--- config.mk ---
export PLATFORM = sky130hd
export DESIGN_NAME = bus_interface_unit
export DESIGN_NICKNAME = d
export VERILOG_FILES = /design/src/biu_pkg.sv /design/src/req_fifo_if.sv /design/src/bus_interface_unit.sv /design/src/req_fifo.sv
export SDC_FILE = /design/constraint.sdc
export NUM_CORES = 1
export LEC_CHECK = 0
export ABC_AREA = 1
export BUFFER_PORTS_ARGS = -buffer_cell sky130_fd_sc_hd__buf_2
export CAP_MARGIN = 20
export CORE_ASPECT_RATIO = 1.2
export CORE_MARGIN = 4
export CORE_UTILIZATION = 40
export CTS_CLUSTER_DIAMETER = 200
export CTS_CLUSTER_SIZE = 8
export DETAILED_ROUTE_END_ITERATION = 10
export GPL_TIMING_DRIVEN = 0
export PLACE_DENSITY = 0.59
export SLEW_MARGIN = 25
export SYNTH_ARGS = -nofsm -noshare
export SYNTH_HDL_FRONTEND = slang
export SYNTH_HIERARCHICAL = 1
export SYNTH_SLANG_ARGS = --single-unit
--- constraint.sdc ---
create_clock -name SYS_CLK_I -period 12.83 [get_ports SYS_CLK_I]
set_input_delay 2.566 -clock SYS_CLK_I [delete_from_list [all_inputs] [get_ports SYS_CLK_I]]
set_output_delay 2.566 -clock SYS_CLK_I [all_outputs]
set_load 0.02 [all_outputs]
--- src/biu_pkg.sv ---
// package for the external bus interface arbiter
// assumes a single 100 MHz processor clock domain
package biu_pkg;

  // ---------------------------------------------------------------
  // widths
  // ---------------------------------------------------------------
  localparam int ADDR_W = 26;  // word address, lines 27 down to 2
  localparam int SPACE_W = 4;
  localparam int DATA_W = 32;
  localparam int LANE_W = 4;
  localparam int WAIT_W = 4;
  localparam int FIFO_DEPTH = 4;
  // core request word: atomic, read, size, byte offset, space, address,
  // store data
  localparam int REQ_W = 1 + 1 + 2 + 2 + SPACE_W + ADDR_W + DATA_W;

  // ---------------------------------------------------------------
  // transfer sizes and lane encoding
  // ---------------------------------------------------------------
  localparam logic [1:0] SIZE_BYTE = 2'h0;
  localparam logic [1:0] SIZE_HALF = 2'h1;
  localparam logic [1:0] SIZE_WORD = 2'h2;
  localparam logic [3:0] LANES_NONE_N = 4'hf;
  localparam logic [WAIT_W-1:0] WAIT_RST = 4'h0;

  // ---------------------------------------------------------------
  // bus state machine
  // ---------------------------------------------------------------
  typedef enum logic [2:0] {
    ST_IDLE = 3'b000,
    ST_XFER = 3'b001,
    ST_ATOM_WR = 3'b010,
    ST_GRANT = 3'b011,
    ST_RELEASE = 3'b100
  } bus_state_t;

  typedef struct packed {
    logic atomic;
    logic rd;
    logic [1:0] size;
    logic [1:0] offs;
    logic [SPACE_W-1:0] space;
    logic [ADDR_W-1:0] addr;
    logic [DATA_W-1:0] wdata;
  } core_req_t;

endpackage : biu_pkg

--- src/req_fifo_if.sv ---
// carrier between the request fifo and the bus engine
// assumes both ends share one clock
`timescale 1ns/1ps
`default_nettype none
interface req_fifo_if #(parameter int WIDTH = 8);
  logic valid;
  logic ready;
  logic [WIDTH-1:0] data;
  modport source (output valid, output data, input ready);
  modport sink (input valid, input data, output ready);
endinterface : req_fifo_if
`default_nettype wire

--- src/bus_interface_unit.sv ---
// bus interface unit: memory stage requests to external bus cycles
// assumes request and ready pins are asynchronous and pass two flip-flops first
// What this block does
// - one activity at a time: transfer, arbitration or idle
// - every read or write starts with address strobe low
// - read-not-write shows the transfer direction
// - four low-active lane selects show byte, halfword or word
// - address and space driven; data driven on stores, sampled on loads
// - transfer stays open until ready, external or wait-state generated
// - atomic load-store is a read then a write, nothing between
// - lock held low across both halves of an atomic pair
// - on request all drivers float and bus grant goes low
// - grant released the cycle after the synchronised request is released
// - only loads and stores in the memory stage ask for data
// - 26-bit word address on lines 27 to 2, 4-bit space id
// - big-endian lanes: offset zero is the most significant byte
// - wait-state generator gives ready the programmed count plus one cycle after address
`timescale 1ns/1ps
`default_nettype none
module bus_interface_unit
  import biu_pkg::*;
#(
  parameter int DEPTH = FIFO_DEPTH
) (
  // clock and reset
  input wire logic SYS_CLK_I,
  input wire logic RST_B_I,
  // memory stage request
  input wire logic MEM_VALID_I,
  input wire logic MEM_IS_LDST_I,
  input wire logic MEM_ATOMIC_I,
  input wire logic MEM_READ_I,
  input wire logic [1:0] MEM_SIZE_I,
  input wire logic [1:0] MEM_OFFS_I,
  input wire logic [SPACE_W-1:0] MEM_SPACE_I,
  input wire logic [ADDR_W-1:0] MEM_ADDR_I,
  input wire logic [DATA_W-1:0] MEM_WDATA_I,
  output logic MEM_READY_O,
  // load result
  output logic MEM_RVALID_O,
  output logic [DATA_W-1:0] MEM_RDATA_O,
  // wait-state generator setting
  input wire logic WAIT_EN_I,
  input wire logic [WAIT_W-1:0] WAIT_COUNT_I,
  // external bus
  output logic ADDR_STROBE_N_O,
  output logic RD_WR_N_O,
  output logic [LANE_W-1:0] BYTE_LANE_SEL_N_O,
  output logic [ADDR_W-1:0] ADDR_O,
  output logic [SPACE_W-1:0] SPACE_IDENTIFIER_O,
  output logic [DATA_W-1:0] DATA_O,
  input wire logic [DATA_W-1:0] DATA_I,
  output logic DATA_OE_N_O,
  output logic CTRL_OE_N_O,
  output logic LOCK_N_O,
  input wire logic READY_N_I,
  output logic READY_N_O,
  output logic READY_OE_N_O,
  // arbitration
  input wire logic BUS_REQUEST_N_I,
  output logic BUS_GRANT_N_O
);

  // -------------------------------------------------------------
  // request path
  // -------------------------------------------------------------
  req_fifo_if #(.WIDTH(REQ_W)) rq ();
  logic in_valid;
  core_req_t in_req;

  assign in_valid = MEM_VALID_I && MEM_IS_LDST_I;
  assign in_req = '{atomic: MEM_ATOMIC_I, rd: MEM_READ_I,
                    size: MEM_SIZE_I, offs: MEM_OFFS_I,
                    space: MEM_SPACE_I, addr: MEM_ADDR_I,
                    wdata: MEM_WDATA_I};

  req_fifo #(.WIDTH(REQ_W), .DEPTH(DEPTH)) u_fifo (
    .clk_i(SYS_CLK_I),
    .rst_b_i(RST_B_I),
    .in_valid_i(in_valid),
    .in_ready_o(MEM_READY_O),
    .in_data_i(in_req),
    .out(rq)
  );

  // big-endian lanes; bit 3 is the most significant byte
  function automatic logic [3:0] lanes_n(input logic [1:0] size,
                                         input logic [1:0] offs);
    logic [3:0] on;
    on = 4'h0;
    case (size)
      SIZE_BYTE: on = 4'h8 >> offs;
      SIZE_HALF: on = offs[1] ? 4'h3 : 4'hc;
      default: on = 4'hf;
    endcase
    return ~on;
  endfunction : lanes_n

  // -------------------------------------------------------------
  // state
  // -------------------------------------------------------------
  typedef struct packed {
    bus_state_t st;
    logic bus_request_n_m;
    logic bus_request_n_s;
    logic rdy_m;
    logic rdy_s;
    logic as_n;
    logic rd;
    logic [3:0] lanes_n;
    logic [ADDR_W-1:0] addr;
    logic [SPACE_W-1:0] space;
    logic [DATA_W-1:0] wdata;
    logic [DATA_W-1:0] rdata;
    logic rvalid;
    logic lock_n;
    logic grant_n;
    logic float;
    logic [WAIT_W-1:0] wait_cnt;
    logic wait_rdy;
  } biu_state_t;

  biu_state_t s_r;
  biu_state_t s_nxt;
  logic bus_req;
  logic ready_hit;
  core_req_t head;

  assign head = core_req_t'(rq.data);
  assign bus_req = !s_r.bus_request_n_s;
  // ready from outside or from the generator; the pin is ignored while
  // the generator owns the range, else its own echo closes the next half
  assign ready_hit = WAIT_EN_I ? s_r.wait_rdy : !s_r.rdy_s;

  // -------------------------------------------------------------
  // next state
  // -------------------------------------------------------------
  always_comb begin
    s_nxt = s_r;
    s_nxt.bus_request_n_m = BUS_REQUEST_N_I;
    s_nxt.bus_request_n_s = s_r.bus_request_n_m;
    s_nxt.rdy_m = READY_N_I;
    s_nxt.rdy_s = s_r.rdy_m;
    s_nxt.rvalid = 1'b0;
    s_nxt.wait_rdy = 1'b0;
    rq.ready = 1'b0;
    // count from the cycle the address appears
    if (!s_r.as_n && WAIT_EN_I) begin
      if (s_r.wait_cnt == WAIT_COUNT_I) s_nxt.wait_rdy = !s_r.wait_rdy;
      else s_nxt.wait_cnt = s_r.wait_cnt + 1'b1;
    end
    case (s_r.st)
      ST_IDLE: begin
        if (bus_req) begin
          s_nxt.float = 1'b1;
          s_nxt.grant_n = 1'b0;
          s_nxt.st = ST_GRANT;
        // nothing starts under grant; request wins at idle
        end else if (rq.valid) begin
          rq.ready = 1'b1;
          s_nxt.as_n = 1'b0;
          s_nxt.rd = head.rd || head.atomic;
          s_nxt.lanes_n = lanes_n(head.size, head.offs);
          s_nxt.addr = head.addr;
          s_nxt.space = head.space;
          s_nxt.wdata = head.wdata;
          s_nxt.lock_n = !head.atomic;
          s_nxt.wait_cnt = WAIT_RST;
          s_nxt.st = ST_XFER;
        end
      end
      ST_XFER, ST_ATOM_WR: begin
        if (ready_hit) begin
          s_nxt.wait_cnt = WAIT_RST;
          s_nxt.wait_rdy = 1'b0;
          if (s_r.rd) begin
            s_nxt.rdata = DATA_I;
            s_nxt.rvalid = 1'b1;
          end
          // store follows the read at once
          if (!s_r.lock_n && s_r.st == ST_XFER) begin
            s_nxt.rd = 1'b0;
            s_nxt.st = ST_ATOM_WR;
          end else begin
            s_nxt.as_n = 1'b1;
            s_nxt.lock_n = 1'b1;
            s_nxt.lanes_n = LANES_NONE_N;
            s_nxt.st = ST_IDLE;
          end
        end
      end
      ST_GRANT: begin
        // grant drops in the cycle after request release
        if (!bus_req) begin
          s_nxt.grant_n = 1'b1;
          s_nxt.st = ST_RELEASE;
        end
      end
      ST_RELEASE: begin
        s_nxt.float = 1'b0;
        s_nxt.st = ST_IDLE;
      end
      default: s_nxt.st = ST_IDLE;
    endcase
  end

  always_ff @(posedge SYS_CLK_I or negedge RST_B_I) begin
    if (!RST_B_I) begin
      s_r <= '{st: ST_IDLE, bus_request_n_m: 1'b1, bus_request_n_s: 1'b1, rdy_m: 1'b1,
               rdy_s: 1'b1, as_n: 1'b1, rd: 1'b1,
               lanes_n: LANES_NONE_N, lock_n: 1'b1, grant_n: 1'b1,
               default: '0};
    end else begin
      s_r <= s_nxt;
    end
  end

  // -------------------------------------------------------------
  // outputs
  // -------------------------------------------------------------
  assign ADDR_STROBE_N_O = s_r.as_n;
  assign RD_WR_N_O = s_r.rd;
  assign BYTE_LANE_SEL_N_O = s_r.lanes_n;
  assign ADDR_O = s_r.addr;
  assign SPACE_IDENTIFIER_O = s_r.space;
  assign DATA_O = s_r.wdata;
  // data bus driven only during a store we own
  assign DATA_OE_N_O = s_r.float || s_r.rd || s_r.as_n;
  assign CTRL_OE_N_O = s_r.float;
  assign LOCK_N_O = s_r.lock_n;
  assign BUS_GRANT_N_O = s_r.grant_n;
  assign READY_N_O = !s_r.wait_rdy;
  // shared ready line is driven only when the generator fires
  assign READY_OE_N_O = !s_r.wait_rdy;
  assign MEM_RVALID_O = s_r.rvalid;
  assign MEM_RDATA_O = s_r.rdata;
endmodule : bus_interface_unit
`default_nettype wire

--- src/req_fifo.sv ---
// small synchronous fifo with valid/ready on both sides
// assumes one clock and an active low asynchronous reset
`timescale 1ns/1ps
`default_nettype none
module req_fifo #(
  parameter int WIDTH = 8,
  parameter int DEPTH = 4
) (
  // clock and reset
  input wire logic clk_i,
  input wire logic rst_b_i,
  // fill side
  input wire logic in_valid_i,
  output logic in_ready_o,
  input wire logic [WIDTH-1:0] in_data_i,
  // drain side
  req_fifo_if.source out
);
  localparam int PW = $clog2(DEPTH);
  logic [WIDTH-1:0] mem [DEPTH];
  logic [PW:0] cnt_r;
  logic [PW-1:0] wp_r;
  logic [PW-1:0] rp_r;
  logic push;
  logic pop;

  // honest flags straight from the count
  assign in_ready_o = (cnt_r != (PW+1)'(DEPTH));
  assign out.valid = (cnt_r != '0);
  assign out.data = mem[rp_r];
  assign push = in_valid_i && in_ready_o;
  assign pop = out.valid && out.ready;

  // storage is not reset, only the pointers and the count are
  always_ff @(posedge clk_i) begin
    if (push) begin
      mem[wp_r] <= in_data_i;
    end
  end

  // pointers wrap because depth is a power of two
  always_ff @(posedge clk_i or negedge rst_b_i) begin
    if (!rst_b_i) begin
      cnt_r <= '0;
      wp_r <= '0;
      rp_r <= '0;
    end else begin
      if (push) wp_r <= wp_r + 1'b1;
      if (pop) rp_r <= rp_r + 1'b1;
      cnt_r <= cnt_r + (PW+1)'(push) - (PW+1)'(pop);
    end
  end
endmodule : req_fifo
`default_nettype wire

[Word level (Yosys, flattened, before mapping)]
Memories as Yosys holds them, arrays and structs flattened.
Cells that the tools add are included.
Word-level totals
  output and inout port bits: 108
  bits in writable memories: 272
  register bits after elaboration: 123
  logic and storage cells: 113
  bits of input ports: 111
  memories: 1
Operators by class
  reductions and logical operators: 27
  equality and inequality tests: 15
  add/sub/neg operators: 5
  bitwise logic cells: 1
  shift operators: 1
  mux-type cells: 42
Memory list
  u_fifo.mem: words 4, bits a word 68, read ports 1, clocked after memory_dff 0, write ports 1, RTL line req_fifo.sv:20  | logic [WIDTH-1:0] mem [DEPTH];
Operators by type and width (count)
  two-way mux 68 bit: 2
  two-way mux 4 bit: 8
  case mux 4 bit (2 select lines): 2
  two-way mux 1 bit: 15
  two-way mux 3 bit: 4
  != test 2 bit (second input constant): 6
  case mux 6 bit (2 select lines): 1
  AND reduction 3 bit: 4
  two-way mux 5 bit: 2
  AND reduction 5 bit: 2
  case mux 3 bit (3 select lines): 1
  == test 3 x 2 -> 1 bit (second input constant): 2
  two-way mux 2 bit: 3
  two-way mux 6 bit: 1
  case mux 1 bit (2 select lines): 3
  nonzero test 2 bit: 3
  logical AND 1 bit: 5
  zero test 1 bit: 5
  adder 2 x 1 -> 2 bit (second input constant): 2
  adder 4 x 1 -> 4 bit (second input constant): 1
  == test 4 bit: 1
  inverter 4 bit: 1
  right shift 4 x 2 -> 4 bit (first input constant): 1
  adder 3 x 1 -> 3 bit: 1
  other kinds (13): 15

[Longest topological paths before layout]
Gate-level depths: netlist of run 1.
An unclocked memory read counts as a cell.
  depth after elaboration: 10
  depth in mapped cells: 17
  depth with buffers taken out: 15

[Modules after synthesis]
The synthesis of run 1 kept the hierarchy.
Modules (own cells, without submodules)
  req_fifo: area an instance 11126.9 µm², instances 1, cells each 920, sequential area each 8343.0 µm²
  bus_interface_unit: area an instance 5466.5 µm², instances 1, cells each 652, sequential area each 2917.8 µm²

[Worst setup path before layout of run 1]
Ideal clock, no wire load.
  path type: input port to flip-flop
  start: input port MEM_VALID_I
  end: memory u_fifo/mem[0][0] in the netlist's numbering (enable)
  data required time: 12.335 ns
  path buffers: 0
  arrival time: 5.688 ns
  cell stages on the path: 4
  library setup time: 0.495 ns
  path slack: 6.648 ns
  cells stage by stage: nand2_1 > inv_1 > nand2_1 > nor2_1
Between the ends
  longest elaborated chain between the ends: 4
Ends and longest elaborated chain
  start, declared: RTL line bus_interface_unit.sv:29  | input wire logic MEM_VALID_I,
  logical AND 1 bit: RTL line bus_interface_unit.sv:71  | assign in_valid = MEM_VALID_I && MEM_IS_LDST_I;
  via in_valid: RTL line bus_interface_unit.sv:68  | logic in_valid;
  logical AND 1 bit: RTL line req_fifo.sv:31  | assign push = in_valid_i && in_ready_o;
  two-way mux 1 bit: RTL line req_fifo.sv:36  | if (push) begin
  two-way mux 1 bit (implied by the code): RTL line req_fifo.sv:37  | mem[wp_r] <= in_data_i;
  end, declared: RTL line req_fifo.sv:20
The timed path passes the listed nets, and every way through them passes these cells.

[Worst setup path after layout of run 1]
  start: register u_fifo.cnt_r[1]
  end: output port MEM_READY_O
Between the ends
  longest elaborated chain between the ends: 1
Ends and longest elaborated chain
  start, declared: RTL line req_fifo.sv:21  | logic [PW:0] cnt_r;
  start signal, assigned: RTL line req_fifo.sv:50  | cnt_r <= cnt_r + (PW+1)'(push) - (PW+1)'(pop);
  != test 3 bit: RTL line req_fifo.sv:28  | assign in_ready_o = (cnt_r != (PW+1)'(DEPTH));
  end, declared: RTL line bus_interface_unit.sv:38  | output logic MEM_READY_O,
Every way passes these cells.

==> flow_metrics.env, run 1 <==
export IMPL_outcome="complete, no violations"
export IMPL_place_inst=2346
export IMPL_initial_utilization_pct=40.6
export IMPL_p_seq_share_pct=36.6
export IMPL_wl_um=39300
export IMPL_clk_latency_ps=570
export IMPL_io_buffers=218
export IMPL_ys_async_sr_fraction_pct=31.1
export IMPL_setup_viol=0
export IMPL_yosys_area_share_simple_pct=17.1
export IMPL_r2r_end="u_fifo/cnt_r[2]$_DFF_PN0_"
export IMPL_cts_htree_levels=2
export IMPL_synthDistinctLibCells=25
export IMPL_num_rows=81
export IMPL_ff2ff_path_depth=15
export IMPL_power_mw=4.76
export IMPL_dieArea_um2=44800
export IMPL_final_core_util_pct=50.0
export IMPL_hold_violations=0
export IMPL_ys_flop_type="edfxtp_1"
export IMPL_grt_remaining_overflow=0
export IMPL_yosysWarningCount=6
export IMPL_synth_top_area_share_pct=49.2
export IMPL_end_kind="output port"
export IMPL_synth_xor_area_share_pct=0
export IMPL_hpwl_um=26600
export IMPL_synth_top_family_by_area="simple AND/OR/NAND/NOR gates"
export IMPL_fin_skew_ps=17.2
export IMPL_worst_hold_slack_ps=350
export IMPL_routabilityCongestion=0.806
export IMPL_synth_top_area_cell="edfxtp_1"
export IMPL_synth_most_common_cell="nand2_1"
export IMPL_coreArea_um2=40800
export IMPL_clock_sinks=395
export IMPL_drv_slew=0
export IMPL_worstMarginPinSlew_ps=629
export IMPL_nets=1983
export IMPL_fmax_ghz=0.247
export IMPL_clkSlewWorstSetupHoldPaths_ps=50
export IMPL_rsz0062_at_grt="false"
export IMPL_firstDrtPassIters=5
export IMPL_power_leakage_nw=9.33
export IMPL_die_h_um=231
export IMPL_post_cts_repair_setup_buffers=0
export IMPL_crit_arrival_ps=1480
export IMPL_synth_compound_area_share_pct=4.58
export IMPL_p_sw_mw=1.68
export IMPL_vias_per_cell=4.54
export IMPL_p_sw_share_pct=35.3
export IMPL_crit_start="u_fifo/cnt_r[1]$_DFF_PN0_"
export IMPL_drcViolationCount=0
export IMPL_numCtsBuffers=55
export IMPL_cts_tree="yes"
export IMPL_synthMuxAreaShare_pct=0
export IMPL_fin_crit_ps=4050
export IMPL_cts_hold_buf=0
export IMPL_antenna_found_initial=9
export IMPL_rrSetupSlack_ps=10120
export IMPL_hold_class="reg -> reg"
export IMPL_dieWidth_um=194
export IMPL_grtUsageTotal_pct=17.3
export IMPL_crit_fanout=4
export IMPL_vdd_drop_max_uv=126
export IMPL_synth_fp_nets=1691
export IMPL_cts_root_buffer="clkbuf_16"
export IMPL_area_growth_syn_to_layout_pct=23.1
export IMPL_antenna_left=0
export IMPL_power_frac_comb_pct=35.7
export IMPL_startpoint_type="register"
export IMPL_grt_pass1_vias=11072
export IMPL_crit_end="MEM_READY_O"
export IMPL_stdcell_count=2451
export IMPL_drt_iter0_markers=532
export IMPL_synthCells=1572
export IMPL_grt_first_pass_wirelength_um=61200
export IMPL_reg2reg_from="u_fifo/cnt_r[1]$_DFF_PN0_"
export IMPL_cts_max_path_buffers=3
export IMPL_post_drt_wl_per_cell_um=16.0
export IMPL_avgSynthCellArea_um2=10.6
export IMPL_fin_crit_sh_pct=31.5
export IMPL_synth_edf_count=272
export IMPL_syn_area_um2=16600
export IMPL_netlist_top_cells_count="562 x nand2_1, 272 x edfxtp_1, 156 x nor2_1, 138 x o21ai_0, 111 x dfrtp_1"
export IMPL_internal_power_mw=3.08
export IMPL_maxCapViolations=0
export IMPL_grt_start_max_net_pins=75
export IMPL_ys_seq_area_share_pct=67.9
export IMPL_vias=11135
export IMPL_critPathKind="reg -> out"
export IMPL_tns_ps=0
export IMPL_pwr_share_clk_pct=27.6
export IMPL_ys_seq_elements=395
export IMPL_layout_drive_gt1_share_pct=24.6
export IMPL_synthAdderAreaFrac_pct=0.648
export IMPL_cts_resized_gates=0
export IMPL_ios=219
export IMPL_yosys_top_cells_area="edfxtp_1 49%, dfrtp_1 17%, nand2_1 13%"
export IMPL_max_slew_margin_pct=58.1
export IMPL_cp_required_ps=10260
export IMPL_p_per_area_nw_per_um2=233
worst max-delay path: stages (launching register included):
cell and delay, ps:
dfrtp_1 420, nor2_1 160, nand2_1 130, buf_2 200
logic make-up after synthesis:
| kind of cell | count (synthesis) |
|---|---|
| buffers and inverters | 276 |
| and+or+nand+nor | 741 |
| AOI/OAI and AO/OA | 152 |
| DFF | 395 |
| adders and majority gates | 8 |
cell usage in the layout, fill, tap and decap left out, types with 7 or more instances in the layout:
cell type / n
nand2_1: 562
edfxtp_1: 272
buf_2: 236
nor2_1: 152
o21ai_0: 138
dfrtp_1: 111
inv_1: 106
buf_4: 103
clkbuf_1: 57
clkbuf_16: 55
buf_6: 24
buf_16: 15
nand3_1: 14
dfstp_2: 12
o21ai_1: 9
inv_2: 7
ha_1: 7
through the flow:
stage	area (um^2)	setup slack, ps
after floorplan	16600	6650
after global placement	18400	3680
after detailed placement	18900	8180
after CTS	20400	8710
after global routing	20400	8680
final	20400	8780
final cells by class:
type	count	area, um^2
Fill cell	3649	20400
Sequential cell	395	11300
Multi-Input combinational cell	901	3740
Timing Repair Buffer	235	1550
Clock buffer	96	1530
Buffer	163	1200
Tap cell	539	674
Inverter	113	424
Clock inverter	3	36.3
Antenna cell	6	15.0
sequential cells by signal (all words and copies together), names as in the netlist:
signal and cells:
ADDR_O 26, ADDR_STROBE_N_O 1, RD_WR_N_O 1, s_nxt 2, LOCK_N_O 1, BUS_GRANT_N_O 1, u_fifo/cnt_r 3, CTRL_OE_N_O 1
MEM_RVALID_O 1, BYTE_LANE_SEL_N_O 4, DATA_O 32, u_fifo/mem 272, SPACE_IDENTIFIER_O 4, MEM_RDATA_O 32, u_fifo/rp_r 2, s_r 10
u_fifo/wp_r 2
how the worst min path moves through the flow:
stage                                    start                  to  slack, ps  cells after the start
final                     s_nxt[111]$_DFF_PN1_  s_r[111]$_DFF_PN1_        350                      0
after global routing      s_nxt[111]$_DFF_PN1_  s_r[111]$_DFF_PN1_        360                      0
after CTS                 s_nxt[111]$_DFF_PN1_  s_r[111]$_DFF_PN1_        340                      0
after detailed placement  s_nxt[109]$_DFF_PN1_  s_r[109]$_DFF_PN1_        350                      0
after global placement    s_nxt[109]$_DFF_PN1_  s_r[109]$_DFF_PN1_        350                      0
after floorplan           s_nxt[109]$_DFF_PN1_  s_r[109]$_DFF_PN1_        350                      0
routing by layer:
metal  global-route usage [%]  share of wire (%)  vias up
li1                         -                  -     5570
met1                     21.0                 41     5194
met2                     30.7                 50      287
met3                     3.72                5.9       78
met4                     6.00                2.6        6
met5                        0               0.12        -
power by group through the flow:
stage | clock, mW | combinational, mW | sequential (mW)
global placement | 0 | 1.65 | 1.78
floorplan | 0 | 1.17 | 1.76
finish | 1.32 | 1.70 | 1.74
CTS | 1.35 | 1.73 | 1.75
detailed placement | 0 | 1.73 | 1.77
global route | 1.41 | 1.90 | 1.77
Note: power is estimated with default switching activity, not from simulation.
==> inputs of run 2 (changes only) <==
- ABC_AREA: 1 -> 0
- PLACE_DENSITY: 0.59 -> 0.61
- clock period: 12.83 -> 3.55 ns (I/O delays scaled with it)
==> flow_metrics.env, run 2 <==
export IMPL_coreArea_um2=38900
export IMPL_post_cts_repair_setup_buffers=0
export IMPL_p_per_area_nw_per_um2=878
export IMPL_synth_edf_count=272
export IMPL_fin_crit_ps=3250
export IMPL_maxCapViolations=0
export IMPL_firstDrtPassIters=4
export IMPL_io_buffers=218
export IMPL_outcome="complete, no violations"
export IMPL_ys_flop_type="edfxtp_1"
export IMPL_hpwl_um=20500
export IMPL_grt_pass1_vias=8649
export IMPL_final_core_util_pct=49.7
export IMPL_initial_utilization_pct=40.6
export IMPL_area_growth_syn_to_layout_pct=22.5
export IMPL_internal_power_mw=11.9
export IMPL_synth_fp_nets=929
export IMPL_cp_required_ps=3990
export IMPL_nets=1213
export IMPL_synth_top_area_share_pct=51.7
export IMPL_routabilityCongestion=0.707
export IMPL_dieWidth_um=189
export IMPL_fmax_ghz=0.308
export IMPL_dieArea_um2=42800
export IMPL_vias=7900
export IMPL_cts_max_path_buffers=3
export IMPL_worstMarginPinSlew_ps=549
export IMPL_setup_viol=0
export IMPL_clk_latency_ps=560
export IMPL_final_common_cell="edfxtp_1"
export IMPL_yosys_top_cells_area="edfxtp_1 52%, dfrtp_1 18%, mux4_2 9.7%"
export IMPL_grt_first_pass_wirelength_um=49200
export IMPL_crit_top_cell="inv_1"
export IMPL_startpoint_type="register"
export IMPL_synthDistinctLibCells=54
export IMPL_cts_resized_gates=1
export IMPL_drt_iter0_markers=343
export IMPL_ys_seq_area_share_pct=71.2
export IMPL_antenna_found_initial=6
export IMPL_synthCells=810
export IMPL_power_leakage_nw=7.51
export IMPL_layout_drive_gt1_share_pct=52.3
export IMPL_synth_top_area_cell="edfxtp_1"
export IMPL_wl_um=31500
export IMPL_antenna_left=0
export IMPL_ys_seq_elements=395
export IMPL_cts_hold_buf=0
export IMPL_yosysWarningCount=6
export IMPL_grt_start_max_net_pins=76
export IMPL_netlist_top_cells_count="272 x edfxtp_1, 111 x dfrtp_1, 101 x buf_4, 86 x mux2_2, 68 x mux4_2"
export IMPL_mostFrequentLayoutCells="272 x edfxtp_1, 231 x buf_2, 111 x dfrtp_1, 101 x buf_4, 86 x mux2_2"
export IMPL_p_sw_mw=5.07
export IMPL_hold_class="in -> async"
export IMPL_cts_root_buffer="clkbuf_16"
export IMPL_p_seq_share_pct=38.1
export IMPL_numCtsBuffers=55
export IMPL_cpMaxStageDelayCell="or3_1"
export IMPL_avgSynthCellArea_um2=19.5
export IMPL_largest_register_ffs=272
export IMPL_crit_fanout=10
export IMPL_synth_most_common_cell="edfxtp_1"
export IMPL_power_frac_comb_pct=34.1
export IMPL_p_sw_share_pct=29.8
export IMPL_die_h_um=226
export IMPL_ios=219
export IMPL_grtUsageTotal_pct=14.8
export IMPL_vias_per_cell=4.75
export IMPL_grt_remaining_overflow=0
export IMPL_syn_area_um2=15800
export IMPL_worst_hold_slack_ps=66.9
export IMPL_placedInstanceArea_um2=17800
export IMPL_drcViolationCount=0
export IMPL_clkSlewWorstSetupHoldPaths_ps=50
export IMPL_fin_crit_sh_pct=91.5
export IMPL_max_slew_margin_pct=62.9
export IMPL_clock_sinks=395
export IMPL_hold_violations=0
export IMPL_pwr_share_clk_pct=27.9
export IMPL_drv_slew=0
export IMPL_crit_path_max_incr_delay_ps=500
export IMPL_fin_skew_ps=12.0
export IMPL_cts_tree="yes"
export IMPL_rsz0062_at_grt="false"
export IMPL_vdd_drop_max_uv=469
export IMPL_cts_htree_levels=2
export IMPL_crit_arrival_ps=3690
export IMPL_crit_chain="or3_1, nand3_2, buf_2, inv_1, o31a_1, ha_1, inv_1, ha_1, inv_1, fa_1, xnor2_1, xnor2_1"
export IMPL_end_kind="register"
export IMPL_post_drt_wl_per_cell_um=18.9
export IMPL_ys_async_sr_fraction_pct=31.1
export IMPL_fin_area_um2=19400
export IMPL_top_register="u_fifo/mem"
export IMPL_critPathKind="reg -> reg"
export IMPL_num_rows=79
## run 2: cell types whose count changed after synthesis, sizes merged, moves of 20 or more
cell and delta:
inv -97, mux2 +97, nand2 -560, o21ai -143, nor2 -151, mux4 +68
buf -20
## run 2: stage by stage
| stage | power (mW) | cells | setup TNS (ps) | setup WS (ps) |
|---|---|---|---|---|
| final | 17.0 | 1664 | 0 | 302 |
| after global routing | 18.0 | 1662 | 0 | 30.5 |
| after CTS | 17.3 | 1662 | 0 | 197 |
| after detailed placement | 12.5 | 1563 | -86.0 | -86.0 |
| after global placement | 12.3 | 1554 | -347080 | -1160 |
| after floorplan | 10.8 | 810 | 0 | 523 |
## run 2: routing by layer
| metal | vias to the layer above | wire (um) | track usage (%) | share of wire (%) |
|---|---|---|---|---|
| met3 | 54 | 1760 | 3.60 | 5.6 |
| met4 | 8 | 652 | 4.32 | 2.1 |
| met2 | 212 | 16300 | 26.1 | 52 |
| li1 | 3605 | - | - | - |
| met1 | 4021 | 12800 | 18.2 | 41 |
| met5 | - | 49 | 0 | 0.16 |
## run 2: critical path: cells and delay by family, from the launching register on
kind                       cells  cell delay, ps
DFF                            1             480
xor gates and xnor gates       2             280
and+or+nand+nor                2             820
adders and majority gates      3             800
AOI/OAI and AO/OA              1             140
buffers and inverters          4             590
## run 2: worst paths after layout
kind | cells past startpoint | slack, ps | endpoint | start
max reg2reg | 12 | 300 | u_fifo/cnt_r[2]$_DFF_PN0_ | u_fifo/cnt_r[1]$_DFF_PN0_
max | 12 | 300 | u_fifo/cnt_r[2]$_DFF_PN0_ | u_fifo/cnt_r[1]$_DFF_PN0_
min reg2reg | 0 | 360 | s_r[109]$_DFF_PN1_ | s_nxt[109]$_DFF_PN1_
min | 1 | 70 | MEM_RDATA_O[10]$_DFFE_PN0P_ | RST_B_I
max in group asynchronous | 2 | 2670 | s_r[111]$_DFF_PN1_ | RST_B_I
min in group SYS_CLK_I | 1 | 250 | s_nxt[111]$_DFF_PN1_ | BUS_REQUEST_N_I
## run 2: logic make-up (layout without fill, tap and decap cells)
| family | after synthesis | count (layout) | synth area share (%) |
|---|---|---|---|
| adders and majority gates | 8 | 8 | 0.681 |
| muxes | 170 | 170 | 17.0 |
| buffers and inverters | 145 | 471 | 6.91 |
| xor gates and xnor gates | 10 | 10 | 0.602 |
| AOI/OAI and AO/OA | 33 | 33 | 1.54 |
| and+or+nand+nor | 49 | 49 | 2.03 |
| DFF | 395 | 395 | 71.2 |
| other | 0 | 2 | 0 |
## run 2: cell type report
type / instances / area [um^2]
antenna: 2 / 5.00
tap: 526 / 658
sequential: 395 / 11300
inverter: 16 / 60.1
clock buffer: 96 / 1550
buffer: 129 / 1030
clock inverter: 3 / 32.5
timing repair buffer: 227 / 1300
multi-input combinational: 270 / 3470
fill: 3383 / 19600
## run 2: power groups by stage
stage               Sequential [mW]  Clock, mW  Combinational, mW
floorplan                      6.47          0               4.36
global placement               6.57          0               5.77
detailed placement             6.56          0               5.92
CTS                            6.48       4.91               5.95
global route                   6.59       5.11               6.28
finish                         6.47       4.74               5.79
==> inputs of run 3 (changes only) <==
- BUFFER_PORTS_ARGS: -buffer_cell sky130_fd_sc_hd__buf_2 -> -buffer_cell sky130_fd_sc_hd__buf_4
- CAP_MARGIN: 20 -> 0
==> flow_metrics.env, run 3 (synthesis gave the netlist of run 2 again) <==
export IMPL_grt_first_pass_wirelength_um=48800
export IMPL_startpoint_type="register"
export IMPL_setup_viol=0
export IMPL_drcViolationCount=0
export IMPL_rsz0062_at_grt="false"
export IMPL_post_drt_wl_per_cell_um=19.0
export IMPL_mostFrequentLayoutCells="318 x buf_4, 272 x edfxtp_1, 111 x dfrtp_1, 86 x mux2_2, 68 x mux4_2"
export IMPL_clock_sinks=395
export IMPL_cts_tree="yes"
export IMPL_stdcell_count=1657
export IMPL_p_per_area_nw_per_um2=873
export IMPL_crit_chain="or3_1, nand3_2, buf_2, inv_1, o31a_1, ha_1, inv_1, ha_1, inv_1, fa_1, xnor2_1, xnor2_1"
export IMPL_maxCapViolations=0
export IMPL_outcome="complete, no violations"
export IMPL_final_common_cell="buf_4"
export IMPL_fin_ws_ps=301
export IMPL_die_h_um=226
export IMPL_hpwl_um=20400
export IMPL_cts_max_path_buffers=3
export IMPL_p_sw_mw=5.10
export IMPL_coreArea_um2=38900
export IMPL_layout_drive_gt1_share_pct=52.5
export IMPL_nets=1213
export IMPL_end_kind="register"
export IMPL_vdd_drop_max_uv=505
export IMPL_multiInputGateArea_um2=3470
export IMPL_top_register="u_fifo/mem"
export IMPL_largest_register_ffs=272
export IMPL_crit_path_max_incr_delay_ps=500
export IMPL_firstDrtPassIters=4
export IMPL_p_seq_share_pct=37.3
export IMPL_numCtsBuffers=55
export IMPL_place_inst=1563
export IMPL_internal_power_mw=12.3
export IMPL_rrSetupSlack_ps=300
export IMPL_dieArea_um2=42800
export IMPL_ios=219
export IMPL_drv_slew=0
export IMPL_cts_hold_buf=0
export IMPL_clk_latency_ps=560
export IMPL_routed_wl_met3_um=2050
export IMPL_grt_start_max_net_pins=79
export IMPL_hold_class="in -> async"
export IMPL_max_slew_margin_pct=60.1
export IMPL_n_antenna_cell=0
export IMPL_cp_required_ps=3990
export IMPL_wl_met1_um=12800
export IMPL_regArea_um2=11300
export IMPL_grt_remaining_overflow=0
export IMPL_fillers=3252
export IMPL_grt_pass1_vias=8584
export IMPL_worstMarginPinSlew_ps=590
export IMPL_clkSlewWorstSetupHoldPaths_ps=50
export IMPL_hold_violations=0
export IMPL_wl_um=31400
export IMPL_crit_start="u_fifo/cnt_r[1]$_DFF_PN0_"
export IMPL_routabilityCongestion=0.715
export IMPL_fin_skew_ps=19.4
export IMPL_wl_met2_um=16000
export IMPL_crit_fanout=10
export IMPL_io_buffers=218
export IMPL_power_frac_comb_pct=35.5
export IMPL_initial_utilization_pct=40.6
export IMPL_fin_crit_ps=3250
export IMPL_drt_iter0_markers=305
export IMPL_grtUsageTotal_pct=14.7
export IMPL_worst_path_buf_inv=4
export IMPL_critPathKind="reg -> reg"
export IMPL_fmax_ghz=0.308
export IMPL_num_rows=79
export IMPL_area_growth_syn_to_layout_pct=25.9
export IMPL_crit_arrival_ps=3690
export IMPL_critPathTopFamily="simple AND/OR/NAND/NOR gates"
export IMPL_reg2reg_from="u_fifo/cnt_r[1]$_DFF_PN0_"
export IMPL_cts_root_buffer="clkbuf_16"
export IMPL_power_leakage_nw=7.69
export IMPL_p_sw_share_pct=29.3
export IMPL_top_layer_used="met4"
export IMPL_crit_top_cell="inv_1"
export IMPL_fin_crit_sh_pct=91.5
export IMPL_antenna_found_initial=0
export IMPL_dpl_worst_slack_ps=-64.2
export IMPL_pwr_share_clk_pct=27.2
export IMPL_vias=7952
export IMPL_cts_resized_gates=1
export IMPL_cpMaxStageDelayCell="or3_1"
export IMPL_vias_per_cell=4.80
export IMPL_post_cts_repair_setup_buffers=0
export IMPL_antenna_left=0
export IMPL_dieWidth_um=189
export IMPL_cts_htree_levels=2
## run 3: changes by cell type in the layout (fill, tap and decap cells not counted)
| cell | delta |
|---|---|
| buf_2 | -217 |
| buf_4 | +217 |
| clkbuf_1 | -5 |
| diode_2 | -2 |
| buf_12 | -1 |
| buf_16 | +1 |
## run 3: power groups by stage
stage	clock network (mW)	logic, mW	registers, mW
finish	4.72	6.17	6.48
CTS	4.88	6.33	6.49
detailed placement	0	6.31	6.56
global route	5.11	6.66	6.60
global placement	0	6.17	6.58
floorplan	0	4.36	6.47
## run 3: metrics by stage
| stage | power [mW] | area [um^2] | hold WS (ps) | utilization, % | TNS, ps |
|---|---|---|---|---|---|
| after floorplan | 10.8 | 15800 | 345 | - | 0 |
| after global placement | 12.8 | 18100 | 348 | 46.5 | -312650 |
| after detailed placement | 12.9 | 18300 | 347 | 47.1 | -64.2 |
| after CTS | 17.7 | 19900 | 70.4 | 51.1 | 0 |
| after global routing | 18.4 | 19900 | 84.2 | 51.1 | 0 |
| final | 17.4 | 19900 | 79.3 | 51.1 | 0 |
## run 3: path summary, 6_finish.rpt
check / to / depth (start not counted)
worst max-delay path: u_fifo/cnt_r[2]$_DFF_PN0_ / 12
max in group asynchronous: ADDR_O[11]$_DFFE_PN0P_ / 2
min in group SYS_CLK_I: s_nxt[109]$_DFF_PN1_ / 1
worst max register to register: u_fifo/cnt_r[2]$_DFF_PN0_ / 12
worst min-delay path: MEM_RDATA_O[8]$_DFFE_PN0P_ / 1
worst min register to register: s_r[109]$_DFF_PN1_ / 0
## run 3: layer usage
metal / GRT usage, % / vias to the layer above
met5: 0 / -
li1: - / 3592
met4: 3.99 / 0
met1: 18.3 / 4083
met2: 25.5 / 225
met3: 3.83 / 52
## run 3: final cells by class
| cell class | instances | share of cell area [%] |
|---|---|---|
| sequential | 395 | 56.6 |
| multi-input combinational | 270 | 17.5 |
| timing repair buffer | 227 | 9.28 |
| clock buffer | 91 | 7.70 |
| buffer | 129 | 5.19 |
| tap | 526 | 3.31 |
| inverter | 16 | 0.302 |
| clock inverter | 3 | 0.164 |
## run 3: worst reg2reg max path, cell delays in order, from the launching register on
cell and delay (ps):
dfrtp_1 480, or3_1 500, nand3_2 330, buf_2 380, inv_1 110, o31a_1 140, ha_1 270, inv_1 50
ha_1 140, inv_1 50, fa_1 400, xnor2_1 150, xnor2_1 130
